`src/verilog/sdac_params.svh`:
```
// constants for the serial dac load logic
// Summary of operation
// - frame select is active low, frames words
// - frame select low enables shift register
// - shift one bit per falling serial clock
// - input shift register is eight bits
// - frame is eight falling clock edges
// - load falling edge copies shift register
// - load held low: update after eight edges
// - latch code is straight binary 0..255
`ifndef SDAC_PARAMS_SVH
`define SDAC_PARAMS_SVH

// ----------------------------------------
// widths and counts
// ----------------------------------------
`define SDAC_WORD_W      8
`define SDAC_CNT_W       4
`define SDAC_FRAME_BITS  4'h8
`define SDAC_CNT_ZERO    4'h0
`define SDAC_CNT_ONE     4'h1
`define SDAC_WORD_ZERO   8'h00

`endif

```
`src/verilog/sdac_pkg.sv`:
```
// types for the serial dac load logic
package sdac_pkg;
    typedef enum logic [1:0] {
        SDAC_IDLE,
        SDAC_SHIFT,
        SDAC_FULL
    } sdac_state_type;
endpackage

```
`src/verilog/sdac_sync.sv`:
```
// two-flop synchroniser with level and falling-edge outputs for one pin
module sdac_sync (
    input  wire logic clk_i,
    input  wire logic nrst_i,
    input  wire logic pin_i,
    output logic      level_o,
    output logic      fall_o
);
    logic meta_r;
    logic sync_r;
    logic prev_r;
    logic meta_nxt;
    logic sync_nxt;
    logic prev_nxt;

    always_comb begin
        meta_nxt = pin_i;
        sync_nxt = meta_r;
        prev_nxt = sync_r;
    end

    always_ff @(posedge clk_i or negedge nrst_i) begin
        if (!nrst_i) begin
            meta_r <= 1'b1;
            sync_r <= 1'b1;
            prev_r <= 1'b1;
        end else begin
            meta_r <= meta_nxt;
            sync_r <= sync_nxt;
            prev_r <= prev_nxt;
        end
    end

    assign level_o = sync_r;
    assign fall_o  = prev_r & ~sync_r;
endmodule

```
`src/verilog/sdac_load.sv`:
```
// serial load logic of an eight-bit multiplying dac
`include "sdac_params.svh"

module sdac_load (
    // clock and reset
    input  wire logic                     CLK_SYS_I,
    input  wire logic                     NRST_I,
    // serial link
    input  wire logic                     FRAME_SEL_N_I,
    input  wire logic                     SCLK_I,
    input  wire logic                     SERIAL_DATA_IN_I,
    input  wire logic                     LOAD_OUTPUT_N_I,
    // converter side
    output logic [`SDAC_WORD_W-1:0]       DAC_CODE_O,
    output logic [`SDAC_WORD_W-1:0]       SHIFT_REG_O,
    output logic                          INPUT_EN_O
);
    // ----------------------------------------
    // pin synchronisers
    // ----------------------------------------
    logic sel_lvl;
    logic sel_fall;
    logic sclk_fall;
    logic load_lvl;
    logic load_fall;
    logic data_lvl;

    sdac_sync u_sel (
        .clk_i   (CLK_SYS_I),
        .nrst_i  (NRST_I),
        .pin_i   (FRAME_SEL_N_I),
        .level_o (sel_lvl),
        .fall_o  (sel_fall)
    );
    sdac_sync u_sclk (
        .clk_i   (CLK_SYS_I),
        .nrst_i  (NRST_I),
        .pin_i   (SCLK_I),
        .level_o (),
        .fall_o  (sclk_fall)
    );
    sdac_sync u_load (
        .clk_i   (CLK_SYS_I),
        .nrst_i  (NRST_I),
        .pin_i   (LOAD_OUTPUT_N_I),
        .level_o (load_lvl),
        .fall_o  (load_fall)
    );
    sdac_sync u_data (
        .clk_i   (CLK_SYS_I),
        .nrst_i  (NRST_I),
        .pin_i   (SERIAL_DATA_IN_I),
        .level_o (data_lvl),
        .fall_o  ()
    );

    // ----------------------------------------
    // frame state, shifter and latch
    // ----------------------------------------
    sdac_pkg::sdac_state_type     state_r;
    sdac_pkg::sdac_state_type     state_nxt;
    logic [`SDAC_CNT_W-1:0]       cnt_r;
    logic [`SDAC_CNT_W-1:0]       cnt_nxt;
    logic [`SDAC_WORD_W-1:0]      shift_r;
    logic [`SDAC_WORD_W-1:0]      shift_nxt;
    logic [`SDAC_WORD_W-1:0]      latch_r;
    logic [`SDAC_WORD_W-1:0]      latch_nxt;
    logic                         en_r;
    logic                         en_nxt;
    logic                         take;

    // the count at which the eighth bit of a frame arrives
    function automatic logic last_bit(input logic [`SDAC_CNT_W-1:0] cnt);
        return (cnt == `SDAC_FRAME_BITS - `SDAC_CNT_ONE);
    endfunction

    // a bit is taken on a falling serial clock inside an open frame until its eighth bit is in
    assign take = sclk_fall & ~sel_lvl & (state_r == sdac_pkg::SDAC_SHIFT);

    always_comb begin
        state_nxt = state_r;
        cnt_nxt   = cnt_r;
        shift_nxt = shift_r;
        latch_nxt = latch_r;
        en_nxt    = en_r;
        case (state_r)
            sdac_pkg::SDAC_IDLE: begin
                en_nxt = 1'b0;
                if (sel_fall) begin
                    state_nxt = sdac_pkg::SDAC_SHIFT;
                    cnt_nxt   = `SDAC_CNT_ZERO;
                    en_nxt    = 1'b1;
                end
            end
            sdac_pkg::SDAC_SHIFT: begin
                if (sel_lvl) begin
                    state_nxt = sdac_pkg::SDAC_IDLE;
                    en_nxt    = 1'b0;
                end else if (take) begin
                    // msb first, shifting toward the top
                    shift_nxt = {shift_r[`SDAC_WORD_W-2:0], data_lvl};
                    cnt_nxt   = cnt_r + `SDAC_CNT_ONE;
                    if (last_bit(cnt_r)) begin
                        state_nxt = sdac_pkg::SDAC_FULL;
                        en_nxt    = 1'b0;
                    end
                end
            end
            sdac_pkg::SDAC_FULL: begin
                // further edges ignored until the frame closes
                en_nxt = 1'b0;
                if (sel_lvl) begin
                    state_nxt = sdac_pkg::SDAC_IDLE;
                end
            end
            default: begin
                state_nxt = sdac_pkg::SDAC_IDLE;
                en_nxt    = 1'b0;
            end
        endcase
        // straight binary code to the ladder
        if (load_fall) begin
            latch_nxt = shift_r;
        end else if (!load_lvl && take &&
                     last_bit(cnt_r)) begin
            latch_nxt = {shift_r[`SDAC_WORD_W-2:0], data_lvl};
        end
    end

    always_ff @(posedge CLK_SYS_I or negedge NRST_I) begin
        if (!NRST_I) begin
            state_r <= sdac_pkg::SDAC_IDLE;
            cnt_r   <= `SDAC_CNT_ZERO;
            shift_r <= `SDAC_WORD_ZERO;
            latch_r <= `SDAC_WORD_ZERO;
            en_r    <= 1'b0;
        end else begin
            state_r <= state_nxt;
            cnt_r   <= cnt_nxt;
            shift_r <= shift_nxt;
            latch_r <= latch_nxt;
            en_r    <= en_nxt;
        end
    end

    assign DAC_CODE_O  = latch_r;
    assign SHIFT_REG_O = shift_r;
    assign INPUT_EN_O  = en_r;

    // ----------------------------------------
    // checks
    // ----------------------------------------
    property p_load_copy;
        @(posedge CLK_SYS_I) disable iff (!NRST_I)
        load_fall |=> (latch_r == $past(shift_r));
    endproperty
    a_load_copy: assert property (p_load_copy)
        else $error("latch missed load edge");

    property p_auto;
        @(posedge CLK_SYS_I) disable iff (!NRST_I)
        (!load_lvl && take && last_bit(cnt_r) && !load_fall)
            |=> (latch_r == shift_r);
    endproperty
    a_auto: assert property (p_auto)
        else $error("auto update missed");

    property p_shift;
        @(posedge CLK_SYS_I) disable iff (!NRST_I)
        take |=> (shift_r[0] == $past(data_lvl));
    endproperty
    a_shift: assert property (p_shift)
        else $error("bit not shifted in");

    property p_count;
        @(posedge CLK_SYS_I) disable iff (!NRST_I)
        (state_r == sdac_pkg::SDAC_FULL) |-> (cnt_r == `SDAC_FRAME_BITS);
    endproperty
    a_count: assert property (p_count)
        else $error("frame full without eight bits");

    property p_open;
        @(posedge CLK_SYS_I) disable iff (!NRST_I)
        (state_r == sdac_pkg::SDAC_IDLE && sel_fall) |=> en_r;
    endproperty
    a_open: assert property (p_open)
        else $error("input not enabled on select");

    property p_close;
        @(posedge CLK_SYS_I) disable iff (!NRST_I)
        (sel_lvl && state_r != sdac_pkg::SDAC_IDLE)
            |=> (state_r == sdac_pkg::SDAC_IDLE) && !en_r;
    endproperty
    a_close: assert property (p_close)
        else $error("frame not closed on select high");

    property p_hold;
        @(posedge CLK_SYS_I) disable iff (!NRST_I)
        !sclk_fall |=> $stable(shift_r);
    endproperty
    a_hold: assert property (p_hold)
        else $error("shift register changed without clock");

    property p_latch_stable;
        @(posedge CLK_SYS_I) disable iff (!NRST_I)
        (!load_fall && !take) |=> $stable(latch_r);
    endproperty
    a_latch_stable: assert property (p_latch_stable)
        else $error("latch changed without load");

    property p_full_ignore;
        @(posedge CLK_SYS_I) disable iff (!NRST_I)
        (state_r == sdac_pkg::SDAC_FULL) |=> $stable(shift_r);
    endproperty
    a_full_ignore: assert property (p_full_ignore)
        else $error("edge after eighth bit was shifted");

    property p_load_high;
        @(posedge CLK_SYS_I) disable iff (!NRST_I)
        load_lvl |=> $stable(latch_r);
    endproperty
    a_load_high: assert property (p_load_high)
        else $error("latch changed with load high");
endmodule

```
`config.mk`:
```
export PLATFORM = sky130hd
export DESIGN_NAME = sdac_load
export DESIGN_NICKNAME = d
export VERILOG_FILES = /design/src/verilog/sdac_pkg.sv /design/src/verilog/sdac_sync.sv /design/src/verilog/sdac_load.sv
export VERILOG_INCLUDE_DIRS = /design/src /design/src/verilog
export SDC_FILE = /design/constraint.sdc
export NUM_CORES = 1
export LEC_CHECK = 0
export BUFFER_PORTS_ARGS = -buffer_cell sky130_fd_sc_hd__buf_2
export CORE_UTILIZATION = 35
export DETAILED_ROUTE_END_ITERATION = 8
export PLACE_DENSITY_LB_ADDON = 0.2
export SKIP_LAST_GASP = 1
export SLEW_MARGIN = 20
export SYNTH_ARGS = -nofsm -noshare
export SYNTH_HDL_FRONTEND = slang
export SYNTH_SLANG_ARGS = --single-unit
```
`constraint.sdc`:
```
create_clock -name CLK_SYS_I -period 2.5 [get_ports CLK_SYS_I]
set_input_delay 0.375 -clock CLK_SYS_I [delete_from_list [all_inputs] [get_ports CLK_SYS_I]]
set_output_delay 0.375 -clock CLK_SYS_I [all_outputs]
set_load 0.03 [all_outputs]
```
==> results of run 1 <==
power by group through the flow:
| stage | clock network, W | logic (W) | registers (W) |
|---|---|---|---|
| 2_1_floorplan | 0 | 0.0000674 | 0.000724 |
| 3_3_place_gp | 0 | 0.000202 | 0.000658 |
| 3_5_place_dp | 0 | 0.000205 | 0.000662 |
| 4_1_cts | 0.000422 | 0.000205 | 0.000652 |
| 5_1_grt | 0.000449 | 0.000221 | 0.000659 |
| 6_report | 0.000409 | 0.000203 | 0.000651 |
metal layers:
layer	share of wire (%)	wire (um)	track usage, %
met1	50	1380	20.3
met2	43	1190	19.9
met3	5.2	143	4.31
met4	1.5	42	7.18
met5	0	0	0
flip-flops by register name (all words and copies together), names as in the netlist:
name and cells:
u_sel.level_o 1, state_r 2, u_load.prev_r 1, DAC_CODE_O 8
u_load.meta_r 1, cnt_r 4, u_sclk.level_o 1, u_sclk.prev_r 1
u_load.level_o 1, SHIFT_REG_O 8, INPUT_EN_O 1, u_data.level_o 1
u_sel.meta_r 1, u_sel.prev_r 1, u_data.meta_r 1, u_sclk.meta_r 1
metrics by stage:
stage	instances	hold slack, ps	total power [W]	utilization, %
finish	185	162	0.00126	43.9
detailed placement	177	347	0.000866	41.5
global placement	177	345	0.000860	41.5
global route	185	176	0.00133	43.9
CTS	185	181	0.00128	43.9
floorplan	113	79.4	0.000791	-
cell usage after synthesis (3+ instances only):
master    number  area (um2)
nor2_1         8        30.0
dfrtp_1       23         576
dfstp_2       11         289
clkbuf_1       4        15.0
mux2_2         7        78.8
or4_1          3        22.5
a211oi_1       3        22.5
a31oi_1        9        56.3
inv_1          4        15.0
o31ai_1        8        60.1
nand2b_1       3        18.8
or4b_1         6        60.1
layout by cell type, fill, tap and decap left out, types with 2 or more instances in the layout:
cell,count
o31ai_1,8
dfrtp_1,23
nand2b_1,3
buf_4,2
clkbuf_8,6
nor2_1,8
or4_1,3
or4b_1,6
a211oi_1,3
nand4b_1,2
inv_1,4
buf_2,22
dfstp_2,11
mux2_2,7
mux2i_1,2
a31oi_1,9
logic make-up (layout without fill, tap and decap cells):
| group | after synthesis | after routing | share of synthesized area, % |
|---|---|---|---|
| adders and majority gates | 1 | 1 | 0.873 |
| and+or+nand+nor | 30 | 30 | 14.5 |
| DFF | 34 | 34 | 60.3 |
| buffers and inverters | 12 | 36 | 3.84 |
| muxes | 9 | 9 | 6.90 |
| AOI/OAI and AO/OA | 27 | 27 | 13.5 |
area by class of cell:
class / count / area, um2 / share of cell area [%]
clock buffers: 7 / 86.3 / 5.17
flip-flops and latches: 34 / 865 / 51.8
repair buffers: 24 / 125 / 7.50
clock inverters: 1 / 5.00 / 0.300
well taps: 48 / 60.1 / 3.60
inverters: 4 / 15.0 / 0.900
multi-input cells: 67 / 513 / 30.7
worst register-to-register path, stage by stage (launching register included):
cell and delay (ps):
dfrtp_1 430, or4b_1 760, or4b_1 540, a31oi_1 170
worst min path at each step:
stage                     from            end  slack [ps]  cells after the start
3_3_place_gp      u_sel.meta_r  u_sel.level_o         350                      0
2_1_floorplan           NRST_I  DAC_CODE_O[0]          80                      0
3_5_place_dp      u_sel.meta_r  u_sel.level_o         350                      0
6_report                NRST_I     state_r[0]         160                      1
5_1_grt        LOAD_OUTPUT_N_I  u_load.meta_r         180                      1
4_1_cts        LOAD_OUTPUT_N_I  u_load.meta_r         180                      1
==> impl_metrics.tcl, run 1 <==
set metrics [dict create \
    synth_cell_types 33 \
    syn_inst 113 \
    drv_slew 0 \
    max_freq_ghz 0.504 \
    setup_tns_ps 0 \
    core-area_um2 3800 \
    leakage_nw 0.736 \
    drt_first_pass_iters 4 \
    p_switching_w 0.000367 \
    cts_tree "done" \
    antennaDiodeCount 0 \
    cp_max_fo 16 \
    hold_buffers 0 \
    grt_max_degree 35 \
    cts_buffer_depth 2 \
    post_drt_wl_per_cell_um 14.9 \
    arrival_ps 2190 \
    fin_area_um2 1670 \
    syn-num-nets 120 \
    max-slew-margin-rel_pct 49.8 \
    rr_endpoint "DAC_CODE_O[4]" \
    synth_edf_count 0 \
    pwr_density_cell_nw_per_um2 757 \
    num-fill-cells 365 \
    cts_max_level 2 \
    ys_ff_latch 34 \
    areaGrowthSynthToFinish_pct 16.5 \
    hp-class "in -> async" \
    post-route-drc-count 0 \
    crit_end "DAC_CODE_O[4]" \
    crit_cells 3 \
    ir_drop_mv 0.255 \
    intPower_w 0.000897 \
    ff2ff_setup_slack_ps 510 \
    yosysWarnings 0 \
    drv_cap 0 \
    grt_setup_unrepaired "no" \
    end_kind "flop" \
    cts_setup_buffers 0 \
    status "completed" \
    startpoint_type "flop" \
    fp-row-count 22 \
    crit_chain "or4b_1, or4b_1, a31oi_1" \
    grt_pass1_vias 903 \
    hold_viol_final 0 \
    swShare_pct 29.0 \
    clk_pin_slew_ps 70 \
    start_util_pct 37.7 \
    max_stage_delay_ps 760 \
    crit_buf_inv 0 \
    synthFlopType "dfrtp_1" \
    cts_resized 0 \
    insertion_delay_ps 280 \
    cts.sinks 34 \
    required_ps 2700 \
    setup_violations 0 \
    die_area_um2 4350 \
    worstMarginPinSlew_ps 753 \
    viasPerCell 5.41 \
    p_clk_share_pct 32.4 \
    io_pins 23 \
    antenna_found_initial 0 \
    gr-usage-all-layers_pct 14.4 \
    slowest_stage "or4b_1" \
    finClkSkew_ps 4.43 \
    drtAntennaViolNets 0 \
    syn_area_um2 1430 \
    gp_congestion 0.744 \
    pre_cts_ws_ps 521 \
    io_buffers 22 \
    syn_area_per_cell_um2 12.7 \
    wl_um 2750 \
    min_period_over_period_pct 79.4 \
    r2r.worst_path.cells 3 \
    layout_min_cycle_time_ps 1990 \
    drt_iter0_drc 73 \
    cp_common_cell "or4b_1" \
    cts_made_buffers 5 \
    crit_family "simple AND/OR/NAND/NOR gates" \
    power_frac_seq_pct 51.5 \
    nets 143 \
    die_w_um 66.0 \
    async_flop_share_pct 100 \
    grt_pass1_wl_um 4660 \
    cts-root-buf "clkbuf_8" \
    r2r-start "state_r[1]" \
    crit_start "state_r[1]" \
    dieHeight_um 66.0 \
    drive_gt1_share_pct 38.0 \
    crit_type "reg -> reg" \
    layout_setup_ws_ps 514 \
    synth-seq-area-share_pct 60.3 \
    post_dp_cell_area_um2 1580 \
    vias 1000 \
    grt-ovfl-total 0 \
    combPwrFrac_pct 16.1 \
]
Power figures use the tool's default switching activity.
==> run 2: changes to the inputs <==
--- a/config.mk
+++ b/config.mk
@@ -6,6 +6,7 @@
 export SDC_FILE = /design/constraint.sdc
 export NUM_CORES = 1
 export LEC_CHECK = 0
+export ABC_AREA = 1
 export BUFFER_PORTS_ARGS = -buffer_cell sky130_fd_sc_hd__buf_2
 export CORE_UTILIZATION = 35
 export DETAILED_ROUTE_END_ITERATION = 8
==> constraint.sdc (replaced) <==
create_clock -name CLK_SYS_I -period 1.68 [get_ports CLK_SYS_I]
set_input_delay 0.252 -clock CLK_SYS_I [delete_from_list [all_inputs] [get_ports CLK_SYS_I]]
set_output_delay 0.252 -clock CLK_SYS_I [all_outputs]
set_load 0.03 [all_outputs]
==> run 2 against run 1 <==
Against the previous run:
- sequential power is 51% higher
- die area is 0.67% higher
- clock skew hardly changed
- worst hold slack worse by 150 ps
- cell count is 19% higher
- fmax is 48% higher
- via count is 1.1% lower
- clock power is 67% higher
- register-to-register slack worse by 170 ps
- total power is 57% higher
- clock-buffer cell count is 1 lower
- critical endpoint is now DAC_CODE_O[2]
- largest power group unchanged
- highest routed layer unchanged
==> impl_metrics.tcl, run 2 <==
set metrics [dict create \
    hp-class "in -> async" \
    min_period_over_period_pct 79.8 \
    synth_top_cell_by_area "dfrtp_1" \
    synth_top_area_share_pct 39.9 \
    gr-usage-met2_pct 21.8 \
    drt_first_pass_iters 4 \
    rr_endpoint "DAC_CODE_O[2]" \
    multi_input_area_um2 492 \
    drv_slew 0 \
    io_buffers 22 \
    seq_area_um2 865 \
    nets 179 \
    clk_pin_slew_ps 70 \
    drive_gt1_share_pct 30.1 \
    core-area_um2 3800 \
    areaGrowthSynthToFinish_pct 17.2 \
    syn_area_um2 1440 \
    cts.sinks 34 \
    syn_inst 146 \
    drv_cap 0 \
    required_ps 1850 \
    drtAntennaViolNets 0 \
    cts_tree "done" \
    antenna_found_initial 0 \
    cts_resized 0 \
    max_freq_ghz 0.746 \
    synth_cell_types 22 \
    grt_setup_unrepaired "no" \
    hold_viol_final 0 \
    insertion_delay_ps 280 \
    max-slew-margin-rel_pct 52.3 \
    fp-row-count 22 \
    worstMarginPinSlew_ps 715 \
    post-route-drc-count 0 \
    synthFlopType "dfrtp_1" \
    busiest_layer "met2" \
    arrival_ps 1510 \
    hold_buffers 0 \
    io_pins 23 \
    viasPerCell 4.48 \
    grt_pass1_wl_um 4220 \
    gp_congestion 0.739 \
    die_area_um2 4380 \
    num-fill-cells 388 \
    ys_ff_latch 34 \
    start_util_pct 38.0 \
    use_met1_pct 15.7 \
    yosysWarnings 0 \
    synth.area.top_cells "dfrtp_1 40%, dfstp_2 20%, nand2_1 11%" \
    finClkSkew_ps 4.76 \
    cp_max_fo 25 \
    synth.most_common_cell "nand2_1" \
    crit_type "reg -> reg" \
    cts_made_buffers 5 \
    grt_max_degree 35 \
    crit_end "DAC_CODE_O[2]" \
    dieHeight_um 66.2 \
    antennaDiodeCount 0 \
    die_w_um 66.2 \
    synth_edf_count 0 \
    ff2ff_setup_slack_ps 340 \
    final_cell_mix "43 x nand2_1, 23 x dfrtp_1, 22 x buf_2" \
    synth_commonest_cells "43 x nand2_1, 23 x dfrtp_1, 15 x inv_1" \
    status "completed" \
    syn-num-nets 153 \
    startpoint_type "flop" \
    end_kind "flop" \
    hpwl_um 1780 \
    ir_drop_mv 0.510 \
    crit_start "u_load.level_o" \
    setup_tns_ps 0 \
    synth-seq-area-share_pct 59.9 \
    cts-root-buf "clkbuf_8" \
    wl_um 2470 \
    grt_pass1_vias 993 \
    cts_max_level 2 \
    cts_buffer_depth 2 \
    layout_setup_ws_ps 340 \
    leakage_nw 0.873 \
    r2r-start "u_load.level_o" \
    r2r.worst_path.cells 5 \
    syn_area_per_cell_um2 9.88 \
    setup_violations 0 \
    drt_iter0_drc 33 \
    layout_min_cycle_time_ps 1340 \
    pwr_density_cell_nw_per_um2 1170 \
    cts_setup_buffers 0 \
    grt-ovfl-total 0 \
    gr-usage-all-layers_pct 13.4 \
    post_drt_wl_per_cell_um 11.2 \
    async_flop_share_pct 100 \
    vias 989 \
    grt_use_met3_pct 5.17 \
    mostFrequentLayoutCell "nand2_1" \
    pre_cts_ws_ps 341 \
]
==> run 2: routing by layer <==
metal | up-vias | part of all wire [%] | routed length, um
met1 | 452 | 49 | 1200
met4 | 0 | 0.73 | 18
li1 | 518 | - | -
met2 | 17 | 47 | 1150
met3 | 2 | 3.9 | 97
met5 | - | 0 | 0
==> run 2: how the worst min path moves through the flow <==
stage,startpoint,end,slack (ps),cells after the start
2_1_floorplan,NRST_I,DAC_CODE_O[0],-40,0
3_3_place_gp,NRST_I,cnt_r[2],350,1
3_5_place_dp,NRST_I,cnt_r[2],350,1
4_1_cts,NRST_I,cnt_r[2],40,1
5_1_grt,FRAME_SEL_N_I,u_sel.meta_r,40,1
6_report,NRST_I,cnt_r[2],10,1
==> run 2: per-stage QoR <==
stage | total power (W) | hold slack (ps) | util [%] | instance area (um2) | std cells
5_1_grt | 0.00209 | 44.7 | 44.5 | 1690 | 221
2_1_floorplan | 0.00121 | -43.6 | - | 1440 | 146
3_5_place_dp | 0.00132 | 348 | 41.7 | 1580 | 213
3_3_place_gp | 0.00131 | 346 | 41.7 | 1580 | 213
4_1_cts | 0.00201 | 43.7 | 44.5 | 1690 | 221
6_report | 0.00198 | 15.0 | 44.5 | 1690 | 221
==> run 2: power by group <==
part	total [W]	internal, W	leakage, nW	switching, W
Combinational	0.000316	0.0000944	0.393	0.000221
Clock	0.000681	0.000382	0.0529	0.000299
Sequential	0.000982	0.000911	0.427	0.0000712
==> run 2: cell type report <==
| type | count | area share [%] |
|---|---|---|
| multi-input cells | 94 | 29.1 |
| clock inverters | 2 | 0.814 |
| flip-flops and latches | 34 | 51.1 |
| clock buffers | 6 | 5.55 |
| repair buffers | 22 | 6.51 |
| inverters | 15 | 3.33 |
| well taps | 48 | 3.55 |
==> run 2: worst max-delay path, stage by stage (launching register included) <==
cell and delay, ps:
dfstp_2 570, inv_1 50, nand2_2 310, o21ai_0 150, nand2_1 100, nand2_1 50
==> run 2: logic make-up after synthesis <==
family	after synthesis	synth area share [%]
AND/OR/NAND/NOR	72	25.2
flip-flops	34	59.9
AO/OA/AOI/OAI	20	7.37
buffers and inverters	18	5.98
XOR/XNOR	1	0.607
adder cells (fa/ha/maj)	1	0.867
==> run 3: changes to the inputs <==
==> constraint.sdc (replaced) <==
create_clock -name CLK_SYS_I -period 1.1 [get_ports CLK_SYS_I]
set_input_delay 0.165 -clock CLK_SYS_I [delete_from_list [all_inputs] [get_ports CLK_SYS_I]]
set_output_delay 0.165 -clock CLK_SYS_I [all_outputs]
set_load 0.03 [all_outputs]
==> run 3 against run 2 <==
Against the previous run:
- the flow now finishes with violations (setup timing)
- worst hold slack improved by 330 ps
- clock skew rose by 9.8 ps
- critical path depth rose by 2
- combinational power rose to 2.6 times the previous value
- die area did not move
- fmax rose by 7.5%
- non-clock buffer count rose by 32
- utilization rose by 15 points
- critical endpoint unchanged
- largest cell class unchanged
- largest power group unchanged
- highest routed layer unchanged
==> impl_metrics.tcl, run 3 (synthesis gave the netlist of run 2 again) <==
set metrics [dict create \
    pre_cts_ws_ps -134 \
    cts.sinks 34 \
    r2r.worst_path.cells 7 \
    swShare_pct 29.2 \
    cp_max_fo 8 \
    insertion_delay_ps 300 \
    core-area_um2 3800 \
    clk_pin_slew_ps 80 \
    drtAntennaViolNets 0 \
    cts_made_buffers 5 \
    grt_max_degree 35 \
    arrival_ps 1480 \
    finClkSkew_ps 14.6 \
    leakage_nw 1.19 \
    mostFrequentLayoutCell "nand2_1" \
    start_util_pct 38.0 \
    crit_start "cnt_r[1]" \
    viasPerCell 4.62 \
    violations "setup timing" \
    grt_setup_unrepaired "yes" \
    setup_tns_ps -2130 \
    cts_buffer_depth 2 \
    cts-root-buf "clkbuf_8" \
    min_period_over_period_pct 113 \
    drv_cap 0 \
    dieHeight_um 66.2 \
    gr-usage-all-layers_pct 16.7 \
    required_ps 1330 \
    pwr_density_cell_nw_per_um2 1620 \
    grt_pass1_vias 1145 \
    layout_min_cycle_time_ps 1250 \
    fp-row-count 22 \
    setup_violations 23 \
    drive_gt1_share_pct 54.9 \
    whs_ps 342 \
    status "finished, violations left" \
    max_stage_delay_ps 400 \
    max-slew-margin-rel_pct 81.4 \
    end_kind "flop" \
    worstMarginPinSlew_ps 277 \
    io_buffers 22 \
    post-route-drc-count 0 \
    hp-class "in -> async" \
    areaGrowthSynthToFinish_pct 56.1 \
    grt-ovfl-total 0 \
    nets 212 \
    vias 1174 \
    intPower_w 0.00258 \
    antennaDiodeCount 0 \
    antenna_found_initial 0 \
    wl_um 3180 \
    grt_pass1_wl_um 5230 \
    combPwrFrac_pct 23.0 \
    final_cell_mix "31 x nand2_1, 21 x buf_4, 20 x dfrtp_1" \
    layout_setup_ws_ps -146 \
    p_clk_share_pct 35.8 \
    startpoint_type "flop" \
    die_area_um2 4380 \
    crit_type "reg -> reg" \
    drt_first_pass_iters 4 \
    power_frac_seq_pct 41.2 \
    final_core_util_pct 59.3 \
    gp_congestion 0.722 \
    crit_end "DAC_CODE_O[2]" \
    io_pins 23 \
    drt_iter0_drc 47 \
    ir_drop_mv 0.895 \
    r2r-start "cnt_r[1]" \
    crit_chain "ha_4, nand3_4, nor2_4, nand2_4, nand2_8, nand2_1, nand2_1" \
    drv_slew 0 \
    ff2ff_setup_slack_ps -150 \
    cts_max_level 2 \
    max_freq_ghz 0.802 \
    rr_endpoint "DAC_CODE_O[2]" \
    hpwl_um 2030 \
    slowest_stage "dfrtp_1" \
    p_switching_w 0.00106 \
    hold_viol_final 0 \
    post_drt_wl_per_cell_um 12.5 \
    p_total_w 0.00364 \
    die_w_um 66.2 \
    cts_tree "done" \
    cp_common_cell "nand2_1" \
]
[run 3: changes by cell type in the layout (fill, tap and decap cells not counted), moves of 4 or more]
cell | previous run | this run
buf_2 | 22 | 18
nand2_1 | 43 | 31
buf_12 | 0 | 5
nand2_2 | 3 | 7
dlygate4sd3_1 | 0 | 5
o21ai_1 | 6 | 1
buf_4 | 0 | 21
o21ai_2 | 1 | 8
nand2_4 | 2 | 10
inv_1 | 15 | 11
[run 3: cell type report]
cell class	instances	area [um2]
Timing Repair Buffer	54	460
Clock inverter	2	38.8
Tap cell	48	60.1
Clock buffer	6	93.8
Sequential cell	34	868
Multi-Input combinational cell	95	669
Inverter	15	61.3
Fill cell	319	1550
[run 3: repair_timing]
action                                  in CTS  in global routing
gates cloned                                 0                  2
buffers inserted                             6                 10
pin swaps                                    3                 12
hold buffers                                 5                  0
endpoints found under the setup margin      21                 28
endpoints found under the hold margin       27                  0
gates resized for setup                     11                 43
[run 3: how the worst min path moves through the flow]
stage	depth (start not counted)	from	to
after detailed placement	2	NRST_I	cnt_r[2]
after global placement	2	NRST_I	cnt_r[2]
after global routing	3	NRST_I	state_r[1]
final	3	NRST_I	cnt_r[2]
after floorplan	0	NRST_I	DAC_CODE_O[0]
after CTS	3	NRST_I	cnt_r[2]
[run 3: critical path, delay by kind of cell, from the launching register on]
| family | cells | cell delay, ps |
|---|---|---|
| flops | 1 | 400 |
| fa+ha+maj | 1 | 170 |
| simple gates | 6 | 610 |
[run 3: power by group through the flow]
stage,clock (W),sequential (W),combinational (W)
CTS,0.00132,0.00148,0.000668
finish,0.00130,0.00150,0.000836
global route,0.00138,0.00152,0.000912
floorplan,0,0.00165,0.000202
global placement,0,0.00150,0.000581
detailed placement,0,0.00151,0.000594
[run 3: routing by layer]
layer | GRT usage (%) | vias to the layer above | wire length [um]
li1 | - | 593 | -
met1 | 19.6 | 550 | 1490
met2 | 26.9 | 23 | 1490
met3 | 6.21 | 8 | 132
met4 | 7.98 | 0 | 61
met5 | 0 | - | 0
[run 3: metrics by stage]
stage | cells | area (um2)
after floorplan | 146 | 1450
after global placement | 224 | 1700
after detailed placement | 224 | 1700
after CTS | 243 | 1990
after global routing | 254 | 2250
final | 254 | 2250
